**config.mk**
```make
export PLATFORM = sky130hd
export DESIGN_NAME = bps_monitor
export DESIGN_NICKNAME = d
export VERILOG_FILES = /design/src/bps_pkg.sv /design/src/bps_monitor.sv
export SDC_FILE = /design/constraint.sdc
export NUM_CORES = 1
export LEC_CHECK = 0
export BUFFER_PORTS_ARGS = -buffer_cell sky130_fd_sc_hd__buf_2
export CAP_MARGIN = 10
export CORE_MARGIN = 4
export CORE_UTILIZATION = 49
export CTS_CLUSTER_DIAMETER = 60
export DETAILED_ROUTE_END_ITERATION = 16
export HOLD_SLACK_MARGIN = 0.08
export PLACE_DENSITY = 0.87
export SYNTH_ARGS = -nofsm -noshare
export SYNTH_HDL_FRONTEND = slang
export SYNTH_SLANG_ARGS = --single-unit
```
**constraint.sdc**
```tcl
create_clock -name clk_sys -period 1.9 [get_ports clk_sys]
set_clock_uncertainty 0.1 [all_clocks]
set_input_delay 0.38 -clock clk_sys [delete_from_list [all_inputs] [get_ports clk_sys]]
set_output_delay 0.38 -clock clk_sys [all_outputs]
set_load 0.01 [all_outputs]
```
**src/bps_pkg.sv**
```systemverilog
`default_nettype none
package bps_pkg;

  // register byte addresses
  localparam logic [7:0] ADDR_STATUS   = 8'h00;
  localparam logic [7:0] ADDR_CONTROL  = 8'h04;
  localparam logic [7:0] ADDR_M2B      = 8'h08;
  localparam logic [7:0] ADDR_B2M      = 8'h0c;
  localparam logic [7:0] ADDR_IRQ_STAT = 8'h10;
  localparam logic [7:0] ADDR_IRQ_MASK = 8'h14;

  // status field positions
  localparam int ST_TOTAL_FAIL = 0;
  localparam int ST_BAT_SECOND = 1;
  localparam int ST_BAT_FIRST  = 2;
  localparam int ST_LOW_MAIN   = 3;
  localparam int ST_ON_BACKUP  = 4;
  localparam int ST_M2B_VALID  = 5;
  localparam int ST_B2M_VALID  = 6;

  // control field positions
  localparam int CT_BROWNOUT_LSB  = 0;
  localparam int CT_TEMP_SENSE    = 4;
  localparam int CT_BACKUP_TEMP   = 5;
  localparam int CT_CLEAR_STAMPS  = 6;
  localparam int CT_FREQ_OUT_EN   = 7;
  localparam int CT_FREQ_OUT_BAT  = 8;

  // irq status bit positions
  localparam int IRQ_TO_BACKUP = 0;
  localparam int IRQ_TO_MAIN   = 1;
  localparam int IRQ_LOW_MAIN  = 2;
  localparam int IRQ_BAT_LOW   = 3;
  localparam int IRQ_WIDTH     = 4;

  localparam logic [2:0] BROWNOUT_LEVELS = 3'h6;
  localparam logic [2:0] BROWNOUT_RESET  = 3'h0;
  localparam int         STAMP_W         = 32;

  // battery measurement settles over a fixed number of cycles
  localparam int MEAS_TIME_US = 100;
  localparam int CLK_MHZ      = 50;
  localparam int MEAS_CYCLES  = MEAS_TIME_US * CLK_MHZ;

  typedef struct packed {
    logic main_lt_bat_minus_hys;
    logic main_lt_trip;
    logic main_gt_bat_plus_hys;
    logic main_gt_trip_plus_hys;
  } bps_cmp_t;

  typedef enum logic [1:0] {
    BPS_MAIN,
    BPS_BACKUP
  } bps_mode_t;

endpackage
`default_nettype wire

```
**src/bps_monitor.sv**
```systemverilog
// Summary of operation
// - Enter backup only when main below battery-minus-hysteresis and below trip.
// - Leave backup when main above battery-plus-hys or trip-plus-hys.
// - Serial host interface disabled while in backup mode.
// - Timekeeping keeps counting across switchover; block never stalls calendar.
// - Frequency output stays off in backup unless the freq-out-battery control bit enables it.
// - Stamp time on each switchover; keep first to-backup, latest to-main.
// - Stamps held until host writes clear-stamps as one.
// - Temperature compensation runs in backup only with backup-temp enable.
// - Total-power-fail flag set on power-up after losing both supplies.
// - Low-main flag set when main below one of six selected levels.
// - Brownout alone never disables the serial host interface.
// - Between 85% and 75% set first flag; below 75% set both.
// - No battery measurement in backup; flags updated only under main.
// - Writing temp-sense enable as one triggers a battery measurement.
`timescale 1ns/1ns
`default_nettype none
module bps_monitor
  import bps_pkg::*;
(
  input  wire logic                 clk_sys,
  input  wire logic                 rst_n,
  input  wire logic [7:0]           avs_address,
  input  wire logic                 avs_read,
  input  wire logic                 avs_write,
  input  wire logic [31:0]          avs_writedata,
  output logic [31:0]               avs_readdata,
  output logic                      avs_waitrequest,
  input  wire bps_cmp_t             cmp,
  input  wire logic [5:0]           brownout_below,
  input  wire logic                 bat_below_85,
  input  wire logic                 bat_below_75,
  input  wire logic                 all_power_lost,
  input  wire logic [STAMP_W-1:0]   calendar_now,
  output logic                      on_backup,
  output logic                      host_if_enable,
  output logic                      temp_comp_enable,
  output logic                      freq_out_enable,
  output logic                      calendar_run,
  output logic                      irq
);

  bps_mode_t            mode;
  logic [STAMP_W-1:0]   m2b_stamp;
  logic [STAMP_W-1:0]   b2m_stamp;
  logic                 m2b_valid;
  logic                 b2m_valid;
  logic                 total_power_fail_flag;
  logic                 low_main_supply_flag;
  logic                 battery_low_first_flag;
  logic                 battery_low_second_flag;
  logic [2:0]           brownout_sel;
  logic                 temp_sense_enable;
  logic                 backup_temp_sense_enable;
  logic                 freq_en;
  logic                 freq_bat_en;
  logic [IRQ_WIDTH-1:0] irq_stat;
  logic [IRQ_WIDTH-1:0] irq_mask;
  logic [12:0]          meas_cnt;
  logic                 meas_busy;
  logic                 strap_done;
  logic                 ack;

  // slave answers one cycle after the request is seen
  wire req        = avs_read | avs_write;
  wire wr_acc     = avs_write & ack;
  wire rd_acc     = avs_read & ack;
  wire wr_status  = wr_acc & (avs_address == ADDR_STATUS);
  wire wr_control = wr_acc & (avs_address == ADDR_CONTROL);
  wire wr_istat   = wr_acc & (avs_address == ADDR_IRQ_STAT);
  wire wr_imask   = wr_acc & (avs_address == ADDR_IRQ_MASK);
  wire in_backup  = (mode == BPS_BACKUP);

  wire go_backup = !in_backup && cmp.main_lt_bat_minus_hys
                   && cmp.main_lt_trip;
  wire go_main   = in_backup && (cmp.main_gt_bat_plus_hys
                   || cmp.main_gt_trip_plus_hys);

  wire clr_stamps = wr_control & avs_writedata[CT_CLEAR_STAMPS];
  wire meas_start = wr_control & avs_writedata[CT_TEMP_SENSE]
                    & !in_backup & !meas_busy;
  wire meas_end   = meas_busy && (meas_cnt == 13'(MEAS_CYCLES - 1));
  // padded so that the two disabled select codes never index past the end
  wire [7:0] below_ext = {2'h0, brownout_below};
  wire brown_hit  = brownout_sel < BROWNOUT_LEVELS
                    && below_ext[brownout_sel];

  wire [IRQ_WIDTH-1:0] irq_event;
  assign irq_event[IRQ_TO_BACKUP] = go_backup;
  assign irq_event[IRQ_TO_MAIN]   = go_main;
  assign irq_event[IRQ_LOW_MAIN]  = brown_hit & !low_main_supply_flag;
  assign irq_event[IRQ_BAT_LOW]   = meas_end & (bat_below_85 | bat_below_75);

  assign avs_waitrequest  = req & !ack;
  assign on_backup        = in_backup;
  assign host_if_enable   = !in_backup;
  assign calendar_run     = 1'b1;
  assign temp_comp_enable = in_backup ? backup_temp_sense_enable
                                      : temp_sense_enable;
  assign freq_out_enable  = freq_en & (!in_backup | freq_bat_en);
  assign irq              = |(irq_stat & irq_mask);

  wire [31:0] status_word = {25'h0, b2m_valid, m2b_valid, in_backup,
                             low_main_supply_flag, battery_low_first_flag,
                             battery_low_second_flag, total_power_fail_flag};
  wire [31:0] control_word = {23'h0, freq_bat_en, freq_en, 1'b0,
                              backup_temp_sense_enable, temp_sense_enable,
                              1'b0, brownout_sel};
  wire [31:0] rd_mux =
    (avs_address == ADDR_STATUS)   ? status_word :
    (avs_address == ADDR_CONTROL)  ? control_word :
    (avs_address == ADDR_M2B)      ? m2b_stamp :
    (avs_address == ADDR_B2M)      ? b2m_stamp :
    (avs_address == ADDR_IRQ_STAT) ? {28'h0, irq_stat} :
    (avs_address == ADDR_IRQ_MASK) ? {28'h0, irq_mask} : 32'h0000_0000;

  always_ff @(posedge clk_sys or negedge rst_n) begin
    if (!rst_n) begin
      ack          <= 1'b0;
      avs_readdata <= 32'h0000_0000;
    end else begin
      ack <= req & !ack;
      if (req & !ack) begin
        avs_readdata <= rd_mux;
      end
    end
  end

  always_ff @(posedge clk_sys or negedge rst_n) begin
    if (!rst_n) begin
      mode <= BPS_MAIN;
    end else if (go_backup) begin
      mode <= BPS_BACKUP;
    end else if (go_main) begin
      mode <= BPS_MAIN;
    end
  end

  // to-backup stamp keeps the first event; a clear in the same cycle lets the new event be stamped
  always_ff @(posedge clk_sys or negedge rst_n) begin
    if (!rst_n) begin
      m2b_stamp <= '0;
      b2m_stamp <= '0;
      m2b_valid <= 1'b0;
      b2m_valid <= 1'b0;
    end else begin
      if (go_backup && (!m2b_valid || clr_stamps)) begin
        m2b_stamp <= calendar_now;
        m2b_valid <= 1'b1;
      end else if (clr_stamps) begin
        m2b_stamp <= '0;
        m2b_valid <= 1'b0;
      end
      if (go_main) begin
        b2m_stamp <= calendar_now;
        b2m_valid <= 1'b1;
      end else if (clr_stamps) begin
        b2m_stamp <= '0;
        b2m_valid <= 1'b0;
      end
    end
  end

  // power-loss strap sampled at the first edge after reset release
  always_ff @(posedge clk_sys or negedge rst_n) begin
    if (!rst_n) begin
      strap_done            <= 1'b0;
      total_power_fail_flag <= 1'b0;
    end else begin
      strap_done <= 1'b1;
      if (!strap_done && all_power_lost) begin
        total_power_fail_flag <= 1'b1;
      end else if (wr_status && avs_writedata[ST_TOTAL_FAIL]) begin
        total_power_fail_flag <= 1'b0;
      end
    end
  end

  always_ff @(posedge clk_sys or negedge rst_n) begin
    if (!rst_n) begin
      low_main_supply_flag <= 1'b0;
    end else if (brown_hit) begin
      low_main_supply_flag <= 1'b1;
    end else if (wr_status && avs_writedata[ST_LOW_MAIN]) begin
      low_main_supply_flag <= 1'b0;
    end
  end

  always_ff @(posedge clk_sys or negedge rst_n) begin
    if (!rst_n) begin
      meas_busy <= 1'b0;
      meas_cnt  <= '0;
    end else if (meas_start) begin
      meas_busy <= 1'b1;
      meas_cnt  <= '0;
    end else if (meas_end || in_backup) begin
      meas_busy <= 1'b0;
    end else if (meas_busy) begin
      meas_cnt <= meas_cnt + 13'd1;
    end
  end

  // flags only move at the end of a measurement made on main supply
  always_ff @(posedge clk_sys or negedge rst_n) begin
    if (!rst_n) begin
      battery_low_first_flag  <= 1'b0;
      battery_low_second_flag <= 1'b0;
    end else if (meas_end && !in_backup) begin
      battery_low_first_flag  <= bat_below_85 | bat_below_75;
      battery_low_second_flag <= bat_below_75;
    end
  end

  always_ff @(posedge clk_sys or negedge rst_n) begin
    if (!rst_n) begin
      brownout_sel             <= BROWNOUT_RESET;
      temp_sense_enable        <= 1'b0;
      backup_temp_sense_enable <= 1'b0;
      freq_en                  <= 1'b0;
      freq_bat_en              <= 1'b0;
      irq_mask                 <= '0;
    end else begin
      if (wr_control) begin
        brownout_sel             <= avs_writedata[CT_BROWNOUT_LSB +: 3];
        temp_sense_enable        <= avs_writedata[CT_TEMP_SENSE];
        backup_temp_sense_enable <= avs_writedata[CT_BACKUP_TEMP];
        freq_en                  <= avs_writedata[CT_FREQ_OUT_EN];
        freq_bat_en              <= avs_writedata[CT_FREQ_OUT_BAT];
      end
      if (wr_imask) begin
        irq_mask <= avs_writedata[IRQ_WIDTH-1:0];
      end
    end
  end

  // a new event wins over a write-one clear in the same cycle
  always_ff @(posedge clk_sys or negedge rst_n) begin
    if (!rst_n) begin
      irq_stat <= '0;
    end else begin
      irq_stat <= (irq_stat & ~({IRQ_WIDTH{wr_istat}}
                   & avs_writedata[IRQ_WIDTH-1:0])) | irq_event;
    end
  end

  chk_backup_entry: assert property (
    @(posedge clk_sys) disable iff (!rst_n)
    (mode == BPS_MAIN && !(cmp.main_lt_bat_minus_hys && cmp.main_lt_trip))
    |=> mode == BPS_MAIN) else $error("backup entered early");
  chk_backup_both: assert property (
    @(posedge clk_sys) disable iff (!rst_n)
    (!in_backup && cmp.main_lt_bat_minus_hys && cmp.main_lt_trip)
    |=> in_backup) else $error("backup not entered");
  chk_main_return: assert property (
    @(posedge clk_sys) disable iff (!rst_n)
    (in_backup && cmp.main_gt_trip_plus_hys) |=> mode == BPS_MAIN)
    else $error("no return to main");
  chk_main_bat_return: assert property (
    @(posedge clk_sys) disable iff (!rst_n)
    (in_backup && cmp.main_gt_bat_plus_hys) |=> mode == BPS_MAIN)
    else $error("no return on battery margin");
  chk_host_off: assert property (
    @(posedge clk_sys) disable iff (!rst_n)
    in_backup |-> !host_if_enable) else $error("host active on backup");
  chk_host_brownout: assert property (
    @(posedge clk_sys) disable iff (!rst_n)
    !in_backup |-> host_if_enable) else $error("host cut without backup");
  chk_freq_backup: assert property (
    @(posedge clk_sys) disable iff (!rst_n)
    (in_backup && !freq_bat_en) |-> !freq_out_enable)
    else $error("freq out left on in backup");
  chk_stamp_first: assert property (
    @(posedge clk_sys) disable iff (!rst_n)
    (go_backup && m2b_valid && !clr_stamps) |=> $stable(m2b_stamp))
    else $error("first stamp overwritten");
  chk_stamp_capture: assert property (
    @(posedge clk_sys) disable iff (!rst_n)
    (go_backup && !m2b_valid)
    |=> m2b_valid && m2b_stamp == $past(calendar_now))
    else $error("backup stamp missing");
  chk_stamp_latest: assert property (
    @(posedge clk_sys) disable iff (!rst_n)
    go_main |=> b2m_stamp == $past(calendar_now))
    else $error("return stamp missing");
  chk_stamp_clear: assert property (
    @(posedge clk_sys) disable iff (!rst_n)
    (clr_stamps && !go_main) |=> !b2m_valid)
    else $error("stamp not cleared");
  chk_m2b_clear: assert property (
    @(posedge clk_sys) disable iff (!rst_n)
    (clr_stamps && !go_backup) |=> !m2b_valid)
    else $error("backup stamp not cleared");
  chk_temp_comp_sel: assert property (
    @(posedge clk_sys) disable iff (!rst_n)
    (in_backup && !backup_temp_sense_enable) |-> !temp_comp_enable)
    else $error("compensation on in backup");
  chk_total_fail_set: assert property (
    @(posedge clk_sys) disable iff (!rst_n)
    (!strap_done && all_power_lost) |=> total_power_fail_flag)
    else $error("power fail flag not set");
  chk_total_fail_hold: assert property (
    @(posedge clk_sys) disable iff (!rst_n)
    (total_power_fail_flag && !(wr_status && avs_writedata[ST_TOTAL_FAIL]))
    |=> total_power_fail_flag) else $error("power fail flag lost");
  chk_brownout_flag: assert property (
    @(posedge clk_sys) disable iff (!rst_n)
    brown_hit |=> low_main_supply_flag && (host_if_enable || in_backup))
    else $error("brownout flag lost");
  chk_low_main_hold: assert property (
    @(posedge clk_sys) disable iff (!rst_n)
    (low_main_supply_flag && !(wr_status && avs_writedata[ST_LOW_MAIN]))
    |=> low_main_supply_flag) else $error("low main flag lost");
  chk_bat_levels: assert property (
    @(posedge clk_sys) disable iff (!rst_n)
    battery_low_second_flag |-> battery_low_first_flag)
    else $error("battery flags inconsistent");
  chk_bat_frozen: assert property (
    @(posedge clk_sys) disable iff (!rst_n)
    !(meas_end && !in_backup) |=> $stable(battery_low_first_flag)
      && $stable(battery_low_second_flag))
    else $error("battery flags moved without measurement");
  chk_meas_length: assert property (
    @(posedge clk_sys) disable iff (!rst_n)
    (meas_start ##1 (!in_backup) [*8]) |-> meas_busy)
    else $error("measurement cut short");
  chk_meas_abort: assert property (
    @(posedge clk_sys) disable iff (!rst_n)
    in_backup |=> !meas_busy) else $error("measurement ran on backup");
  chk_bus_answer: assert property (
    @(posedge clk_sys) disable iff (!rst_n)
    $rose(req) |-> ##[0:1] !avs_waitrequest) else $error("bus hung");
  chk_read_data: assert property (
    @(posedge clk_sys) disable iff (!rst_n)
    rd_acc |-> avs_readdata == $past(rd_mux))
    else $error("read data not standing");
  chk_irq_event_wins: assert property (
    @(posedge clk_sys) disable iff (!rst_n)
    go_backup |=> irq_stat[IRQ_TO_BACKUP]) else $error("event lost to clear");

  cov_to_backup: cover property (@(posedge clk_sys) disable iff (!rst_n)
    go_backup);
  cov_round_trip: cover property (@(posedge clk_sys) disable iff (!rst_n)
    go_backup ##[1:50] go_main);
  cov_meas_done: cover property (@(posedge clk_sys) disable iff (!rst_n)
    meas_end && bat_below_75);
  cov_brownout: cover property (@(posedge clk_sys) disable iff (!rst_n)
    brown_hit && !low_main_supply_flag);
  cov_meas_abort: cover property (@(posedge clk_sys) disable iff (!rst_n)
    meas_busy && in_backup);

endmodule // bps_monitor
`default_nettype wire

```
==> qor.txt <==
DR iter-0 viols: 596
sequential power share: 43.6%
Horiz. Die Dim: 119 um
total gr overflow: 0
final setup violation count: 0
worst setup margin: 8.13 ps
kind of critical path: reg -> out
Setup WS pre-CTS: -17.5 ps
hpwl dp: 11100 um
share of post-route cells with drive strength above 1: 33.7%
total global-route track usage: 23.8%
power per cell area: 1040 nW/um2
RSZ-0062 raised after global routing: yes
Avg Cell Area, Syn: 12.1 um2
number of port buffers: 103
YS warnings: 0
# clock sinks: 134
Worst Hold Class: in -> reg
clock share of power: 44.2%
global-route wire length before repair: 26400 um
Root Driver: clkbuf_16
Logic pwr share: 12.2%
sw frac: 24.1%
Synth top area share: 55.8%
Worst Max-Slew Pin Slew: 571 ps
final std cells w/o fill: 797
total power: 0.00789 W
Area Growth Syn to Fin: 26.8%
GPL Wtd Cong: 0.869
ANT cells: 0
Vias/cell: 6.17
critical-path cell list: mux2_2 -> buf_2
final hold violation count: 0
crit path buf inv count: 1
sequential-to-total area share from yosys stat: 55.8%
Clk Latency, worst-skew pair: 420 ps
Num CTS Buffers: 17
ANT nets after route: 0
vias in the first global route: 5113
status: finished, final reports clean
clk buf depth: 2
Std-Cell Core Area: 12000 um2
internal power: 0.00599 W
Post-synth EDFFs: 0
DIE AREA: 14100 um2
async set-reset flop share out of synthesis: 100%
Initial Utilization: 50.0%
fin crit share: 99.6%
Post-synth top flop: dfrtp_1
DR vias: 4920
Slowest-stage cell, CP: dfrtp_2
mapped cell area: 6010 um2
CP Launch Type: flop
Top delay family on crit path: flip-flops
Max Transition Viols Final: 0
CTS tree: built
total leakage power: 3.79 nW
Synth cell types: 57
largest net degree at the start of global routing: 42
Worst EP arrival: 1410 ps
I/O Pins: 128
Peak Freq: 529 MHz
Crit. End Element: output pin
row count: 40
drt wl/cell: 20.5 um
Final #Nets: 727
CTS H-tree lvls: 4
CP max FO: 7
total detailed-routing wirelength: 16300 um
commonest non-fill, non-tap cell in the layout: dfrtp_1
Yosys reg bits: 134
initial antenna violation count: 1
Slew HR: 61.9%
Peak VDD IR: 0.000649 V
DRT Pass-1 Iters: 6
post-route DRC violation count: 0
Mapped Cells: 498
cell count after placement: 754
Synth area leaders: dfrtp_1 56%, a22o_1 9.6%, mux2i_1 5.3%, o21ai_0 3.2%, mux2_2 3.2%
clk slew on worst S/H paths: 60 ps
largest area contributor in the netlist: dfrtp_1
CP peak stage delay: 470 ps
switching pwr: 0.00190 W
die height: 119 um
WP data required: 1420 ps
minimum clock period after layout: 1890 ps
most frequent cells in the layout: 133 x dfrtp_1, 102 x buf_2, 66 x a22o_1, 44 x nand2_1, 39 x o21ai_0
max cap viols: 0
## registers in the layout (all words and copies together) (netlist names), 3 cells and up
signal / cells
irq_stat: 4
m2b_stamp: 32
avs_readdata: 32
irq_mask: 4
meas_cnt: 13
b2m_stamp: 32
brownout_sel: 3
## logic make-up (layout without fill, tap and decap cells)
kind of cell / after synthesis / after routing / share of synthesized area, %
AND/OR/NAND/NOR: 117 / 117 / 11.3
buffers and inverters: 41 / 192 / 4.02
other: 1 / 2 / 0.0624
adder cells (fa/ha/maj): 1 / 1 / 0.208
flip-flops: 134 / 134 / 55.8
AO/OA/AOI/OAI: 153 / 153 / 19.3
multiplexers: 51 / 51 / 9.27
## power by group through the flow
stage / Sequential [W] / Combinational (W) / Clock (W)
2_1_floorplan: 0.00340 / 0.000594 / 0
3_3_place_gp: 0.00344 / 0.000889 / 0
3_5_place_dp: 0.00347 / 0.000933 / 0
4_1_cts: 0.00343 / 0.000955 / 0.00353
5_1_grt: 0.00348 / 0.00105 / 0.00368
6_report: 0.00344 / 0.000965 / 0.00349
## final cells by class
type	instances	area, um2
clock inverter	11	174
timing repair buffer	151	980
sequential	134	3350
fill	889	4400
tap	147	184
inverter	9	36.3
multi-input combinational	324	2430
clock buffer	21	460
## through the flow
step / setup TNS [ps] / hold WS (ps) / cell area [um2] / util [%]
floorplan: 0 / -15.6 / 6010 / -
global placement: 0 / 293 / 6880 / 57.3
detailed placement: -31.4 / 308 / 6880 / 57.3
CTS: -13.1 / 81.6 / 7570 / 63.1
global route: -102 / 84.6 / 7620 / 63.4
finish: 0 / 96.7 / 7620 / 63.4
## metal layers
| layer | vias up | wire length (um) | track usage [%] |
|---|---|---|---|
| met1 | 2507 | 6630 | 29.5 |
| met2 | 230 | 8080 | 39.3 |
| met3 | 45 | 1200 | 7.22 |
| li1 | 2136 | - | - |
| met5 | - | 13 | 0 |
| met4 | 2 | 378 | 8.54 |
## Yosys cell counts, types with 2 or more instances
library cell,n
o211ai_1,5
nor2_1,12
and2_1,3
mux2_2,17
a221o_1,2
nand4_1,8
o22a_1,3
a22o_1,66
o31a_1,3
or2_2,2
nand3_1,11
a211o_1,4
o31ai_1,3
nand4_4,2
and3_1,5
o21a_1,3
dfrtp_1,134
a31oi_1,2
nor2b_1,8
nand2b_1,4
clkbuf_1,10
nand2_1,44
mux2i_1,32
nor3_4,2
nor3b_1,3
or3_1,2
buf_4,4
buf_6,8
o22ai_1,5
buf_2,10
mux4_2,2
a21oi_1,4
inv_1,9
o21ai_0,39
a22oi_1,5
## final timing paths
check	depth (start not counted)	endpoint	slack [ps]	startpoint
max	2	temp_comp_enable	8	mode[0]
min	2	m2b_stamp[23]	100	calendar_now[23]
max reg2reg	5	meas_cnt[6]	40	meas_cnt[1]
min reg2reg	1	meas_cnt[9]	380	meas_cnt[9]
max in group asynchronous	3	avs_readdata[15]	690	rst_n
min in group asynchronous	2	avs_readdata[0]	400	rst_n
## repair_timing
item | 4_1_cts | 5_1_grt
setup endpoints to repair | 5 | 6
gates cloned | 0 | 0
pin swaps | 2 | 2
hold endpoints to repair | 36 | 0
resized for setup | 4 | 2
hold buffers | 4 | 0
setup buffers | 2 | 5
## worst reg2reg max path, stage by stage (launching register included)
cell and delay [ps]:
dfrtp_1 410, ha_1 200, and2_2 230, a41oi_4 320, nor2b_4 120, a221o_1 360
No activity file was read; power rests on OpenSTA's default activity.
